$ cat src/strap_led_pkg.sv
// Shared constants for the address strap and activity indicator pins
package strap_led_pkg;
  localparam int addr_width = 5;
  localparam int addr_tx_bit = 3;
  localparam int addr_rx_bit = 4;
  localparam logic [4:0] addr_reset_value = 5'h00;
  localparam logic pin_reset_value = 1'h0;
  localparam int ref_clk_mhz = 25;
  localparam int core_clk_mhz = 200;
  localparam int sample_settle_ns = 20;
  localparam int sample_settle_cycles = (sample_settle_ns * core_clk_mhz + 999) / 1000;
  typedef enum logic [1:0] {st_reset, st_sample, st_run} pin_state_t;
endpackage

$ cat src/strap_capture.sv
// Strap capture register: latches a pin level on each capture pulse and holds it
module strap_capture
  import strap_led_pkg::*;
(
  // Clock and reset
  input wire logic core_clk,
  input wire logic reset_n,
  // Capture control
  input wire logic capture,
  input wire logic pin_level,
  // Held value
  output logic strap_value
);
  // Holds each captured level until the next capture or reset
  always_ff @(posedge core_clk or negedge reset_n)
  begin
    if (!reset_n)
      strap_value <= pin_reset_value;
    else if (capture)
      strap_value <= pin_level;
  end
endmodule

$ cat src/phy_addr_strap_led_pins.sv
// Multi-function address strap and activity indicator pins
module phy_addr_strap_led_pins
  import strap_led_pkg::*;
(
  // Clock and reset
  input wire logic core_clk,
  input wire logic reset_n,
  // Reset pin
  input wire logic hw_reset_n,
  // Transmit strap / indicator pin
  input wire logic addr3_tx_activity_pin_in,
  output logic addr3_tx_activity_pin_out,
  output logic addr3_tx_activity_pin_oe,
  // Receive strap / indicator pin
  input wire logic addr4_rx_activity_pin_in,
  output logic addr4_rx_activity_pin_out,
  output logic addr4_rx_activity_pin_oe,
  // Core status
  input wire logic tx_activity,
  input wire logic rx_activity,
  input wire logic speed_100_sel,
  // Management address match, speed select output and PHY address
  input wire logic [4:0] frame_phy_addr,
  input wire logic [2:0] addr_low_bits,
  output logic addr_match,
  output logic speed_select_out,
  output logic [4:0] phy_addr
);
  pin_state_t state_reg, state_next;
  logic [7:0] settle_reg;
  logic [7:0] settle_next;
  logic strap_tx, strap_rx;

  // Settle counter is eight bits, so the window must fit in it
  if (sample_settle_cycles < 1 || sample_settle_cycles > 256)
  begin : settle_range_check
    $error("settle window does not fit the counter");
  end
  // Address is built by concatenation, so strap positions are fixed
  if (addr_width != 5 || addr_tx_bit != 3 || addr_rx_bit != 4)
  begin : strap_position_check
    $error("strap bit positions do not match the address layout");
  end
  // Core clock is derived from the reference, so a whole multiple is needed
  if (core_clk_mhz % ref_clk_mhz != 0)
  begin : clock_ratio_check
    $error("core clock is not a multiple of the reference");
  end

  // Reset pin is synchronous to core_clk; low forces reset state
  wire in_hw_reset = !hw_reset_n;
  wire settle_done = (settle_reg == 8'(sample_settle_cycles - 1));
  wire capture = (state_reg == st_sample) && settle_done && !in_hw_reset;
  wire [4:0] addr_full = {strap_rx, strap_tx, addr_low_bits};
  wire match_next = (state_reg == st_run) && (frame_phy_addr == addr_full);

  // Drive decision from the next state, so direction and level move together
  wire drive_next = (state_next == st_run);
  wire tx_led_next = drive_next && tx_activity;
  wire rx_led_next = drive_next && rx_activity;

  // Next state: reset, settle while straps sampled, then run
  always_comb
  begin
    state_next = state_reg;
    settle_next = settle_reg;
    case (state_reg)
      st_reset:
      begin
        settle_next = 8'h00;
        if (!in_hw_reset)
          state_next = st_sample;
      end
      st_sample:
      begin
        settle_next = settle_reg + 8'h01;
        if (in_hw_reset)
          state_next = st_reset;
        else if (settle_done)
          state_next = st_run;
      end
      st_run:
        if (in_hw_reset)
          state_next = st_reset;
      default:
        state_next = st_reset;
    endcase
  end

  // State and counter
  always_ff @(posedge core_clk or negedge reset_n)
  begin
    if (!reset_n)
    begin
      state_reg <= st_reset;
      settle_reg <= 8'h00;
    end
    else
    begin
      state_reg <= state_next;
      settle_reg <= settle_next;
    end
  end

  // Strap latches; pins still undriven when captured
  strap_capture tx_strap (
    .core_clk(core_clk),
    .reset_n(reset_n),
    .capture(capture),
    .pin_level(addr3_tx_activity_pin_in),
    .strap_value(strap_tx)
  );
  strap_capture rx_strap (
    .core_clk(core_clk),
    .reset_n(reset_n),
    .capture(capture),
    .pin_level(addr4_rx_activity_pin_in),
    .strap_value(strap_rx)
  );

  // Output drivers; enable only after strap capture so LEDs never corrupt it
  always_ff @(posedge core_clk or negedge reset_n)
  begin
    if (!reset_n)
    begin
      addr3_tx_activity_pin_out <= 1'h0;
      addr4_rx_activity_pin_out <= 1'h0;
      addr3_tx_activity_pin_oe <= 1'h0;
      addr4_rx_activity_pin_oe <= 1'h0;
      speed_select_out <= 1'h0;
      addr_match <= 1'h0;
      phy_addr <= addr_reset_value;
    end
    else
    begin
      addr3_tx_activity_pin_oe <= drive_next;
      addr4_rx_activity_pin_oe <= drive_next;
      addr3_tx_activity_pin_out <= tx_led_next;
      addr4_rx_activity_pin_out <= rx_led_next;
      speed_select_out <= speed_100_sel;
      addr_match <= match_next;
      phy_addr <= addr_full;
    end
  end
endmodule

$ cat config.mk
export PLATFORM = sky130hd
export DESIGN_NAME = phy_addr_strap_led_pins
export DESIGN_NICKNAME = d
export VERILOG_FILES = /design/src/strap_led_pkg.sv /design/src/strap_capture.sv /design/src/phy_addr_strap_led_pins.sv
export SDC_FILE = /design/constraint.sdc
export NUM_CORES = 1
export LEC_CHECK = 0
export ABC_AREA = 1
export CORE_ASPECT_RATIO = 1.4
export CORE_UTILIZATION = 54
export DETAILED_ROUTE_END_ITERATION = 12
export DONT_BUFFER_PORTS = 1
export PLACE_DENSITY = 0.72
export SYNTH_ARGS = -nofsm -noshare
export SYNTH_HDL_FRONTEND = slang
export SYNTH_SLANG_ARGS = --single-unit
$ cat constraint.sdc
create_clock -name core_clk -period 1.2 [get_ports core_clk]
set_input_delay 0.12 -clock core_clk [delete_from_list [all_inputs] [get_ports core_clk]]
set_output_delay 0.12 -clock core_clk [all_outputs]
set_load 0.01 [all_outputs]
==> results.cfg <==
[synth]
synth_xor_area_share_pct = 1.71
syn_avg_cell_area_um2 = 8.78
synth_compound_area_share_pct = 6.94
synth_flop_cell = dfrtp_1
syn_nets = 134
synth_top_family_by_area = simple AND/OR/NAND/NOR gates
synth-seq-cells = 22
yosysSeqAreaShare_pct = 53.6
synthAdderAreaFrac_pct = 1.22
synthMuxAreaShare_pct = 0
ys_warn_count = 0
synthArstFlopShare_pct = 100
synth_cells = 117
synth_area_mm2 = 0.00103
synth.distinct_cells = 19
synth_edf_count = 0
yosys.area_share.simple_pct = 29.1

[final_layout]
fillers = 143
final_cell_mix = nand2_1, dfrtp_1, inv_1
layout_commonest_cell = nand2_1
final_layout_size_suffix_gt1_share_pct = 14.8
syn_to_final_growth_pct = 21.6
nets = 153
utilization_pct = 70.2
diodes = 0
final_cell_area_mm2 = 0.00125
largest_reg_flops = 8

[setup_path]
cp-end-kind = flop
critPathLaunchType = flop
cp_cell_sequence = ha_4, nand2_4, nor2_4, nand3_4, nand2_1, nand2_1
path_class = reg2reg
crit_top_cell = nand2_1
crit_required_ns = 1.40
cp_slowest_cell = dfrtp_1
max_stage_delay_ns = 0.41
cp.arrival_ns = 1.35
worst-path-max-fanout = 6

[detailed_routing]
ant_nets = 0
dr.pass1.iters = 4
first_iter_violations = 10
dr_total_vias = 825
wire_per_inst_um = 12.8
drc_errors = 0
totalWireLength_mm = 1.98
vias_per_cell = 5.32

[timing]
fin_setup_tns_ns = 0
finalClockSkew_ns = 0.00910
holdWs_ns = 0.0146
slew_violations = 0
fmax_ghz = 0.869
period_minus_slack_ns = 1.15
setup_viol_count_final = 0
slew-limit-headroom_pct = 36.8
fin_crit_sh_pct = 95.9
worstMarginPinSlew_ns = 0.945
finalHoldViolCount = 0
worst_slack_ns = 0.0488
rsz0062_at_grt = yes

[grt]
grt_pass1_vias = 758
grt_max_degree = 23
grt_util_met2_pct = 38.6
grt_use_met3_pct = 2.48
grt_usage_pct = 22.8
busiest_layer = met2
overflow = 0
use_met1_pct = 29.4
antenna_found_initial = 0
grt_pass1_wl_mm = 3.26

[power_and_ir_drop]
power_leakage_nw = 0.609
powerDensity_mw_per_mm2 = 1280
vdd_drop_max_mv = 1.03

[clock_tree]
clk_latency_ns = 0.31
cts_buffers = 3
clock-root-buffer = clkbuf_4
h-tree-depth = 1
cts_buffer_depth = 2
path_clk_slew_ns = 0.12
cts_sinks = 22
cts_tree = built

[die]
die_x_um = 38.9
core_area_mm2 = 0.00178
row_count = 18
fp.dieArea_mm2 = 0.00208
start_util_pct = 57.7
die_h_um = 53.6
ios = 27

[run]
maxCapViolations = 0

[run_status]
status = finished clean

[place]
dp_hpwl_mm = 1.35
gp_congestion = 0.805
portBuffers = 0
placed_area_mm2 = 0.00105
dp_slack_ns = -0.0273

[hold_path]
holdCritPathClass = in2reg
==> Yosys cell counts (2+ instances only) <==
library cell,number,area (um^2)
a21oi_1,3,15.0
dfrtp_1,22,551
inv_1,16,60.1
nand2_1,34,128
nand3_1,10,50.1
nand3b_1,2,15.0
nand4_1,3,18.8
nor2_1,5,18.8
nor2_4,4,45.0
o21ai_0,8,40.0
xnor2_1,2,17.5
==> per-stage QoR <==
step                std cells  total power (W)
finish                    155          0.00159
global route              155          0.00169
CTS                       152          0.00158
detailed placement        137          0.00113
global placement          137          0.00112
floorplan                 117          0.00107
==> repair_timing <==
| item | in CTS | in global routing |
|---|---|---|
| setup endpoints to repair | 4 | 6 |
| cloned | 0 | 0 |
| hold buffers | 11 | 0 |
| resized for setup | 2 | 4 |
| pin swaps | 0 | 2 |
| endpoints found under the hold margin | 31 | 0 |
| setup buffers | 0 | 3 |
==> where the power goes <==
group / switching (W) / total (W) / internal [W]
clock network: 0.000218 / 0.000403 / 0.000185
registers: 0.0000960 / 0.000931 / 0.000835
logic: 0.000132 / 0.000261 / 0.000128
==> metal layers <==
layer	vias to the layer above	wire length (um)
met2	12	1120
met5	-	0
met1	404	806
li1	405	-
met4	0	25
met3	4	34
==> worst max-delay path: cells and delay by family (launching register included) <==
| family | cells | cell delay (ns) |
|---|---|---|
| DFF | 1 | 0.41 |
| and+or+nand+nor | 5 | 0.45 |
| adders and majority gates | 1 | 0.19 |
==> cells by family after synthesis <==
| family | after synthesis |
|---|---|
| AND/OR/NAND/NOR | 60 |
| flip-flops | 22 |
| XOR/XNOR | 2 |
| buffers and inverters | 19 |
| adder cells (fa/ha/maj) | 1 |
| AO/OA/AOI/OAI | 13 |
==> final cells by class <==
cell class,instances,area [um^2],area share (%)
sequential,22,551,44.1
multi-input combinational,76,425,34.1
timing repair buffer,16,148,11.8
inverter,17,63.8,5.11
clock buffer,4,36.3,2.91
tap,20,25.0,2.00
==> worst paths after layout <==
| path | to | cells after the start | slack, ns | from |
|---|---|---|---|---|
| setup / recovery | tx_strap.strap_value$_DFFE_PN0P_ | 6 | 0.05 | settle_reg[0]$_DFFE_PN0P_ |
| min in group asynchronous | settle_reg[2]$_DFFE_PN0P_ | 1 | 0.39 | reset_n |
| hold / removal | addr_match$_DFF_PN0_ | 3 | 0.01 | addr_low_bits[2] |
| max in group asynchronous | phy_addr[3]$_DFF_PN0_ | 1 | 0.23 | reset_n |
| hold reg to reg | phy_addr[3]$_DFF_PN0_ | 0 | 0.44 | tx_strap.strap_value$_DFFE_PN0P_ |
| setup reg to reg | tx_strap.strap_value$_DFFE_PN0P_ | 6 | 0.05 | settle_reg[0]$_DFFE_PN0P_ |
No activity file was read; power rests on OpenSTA's default activity.
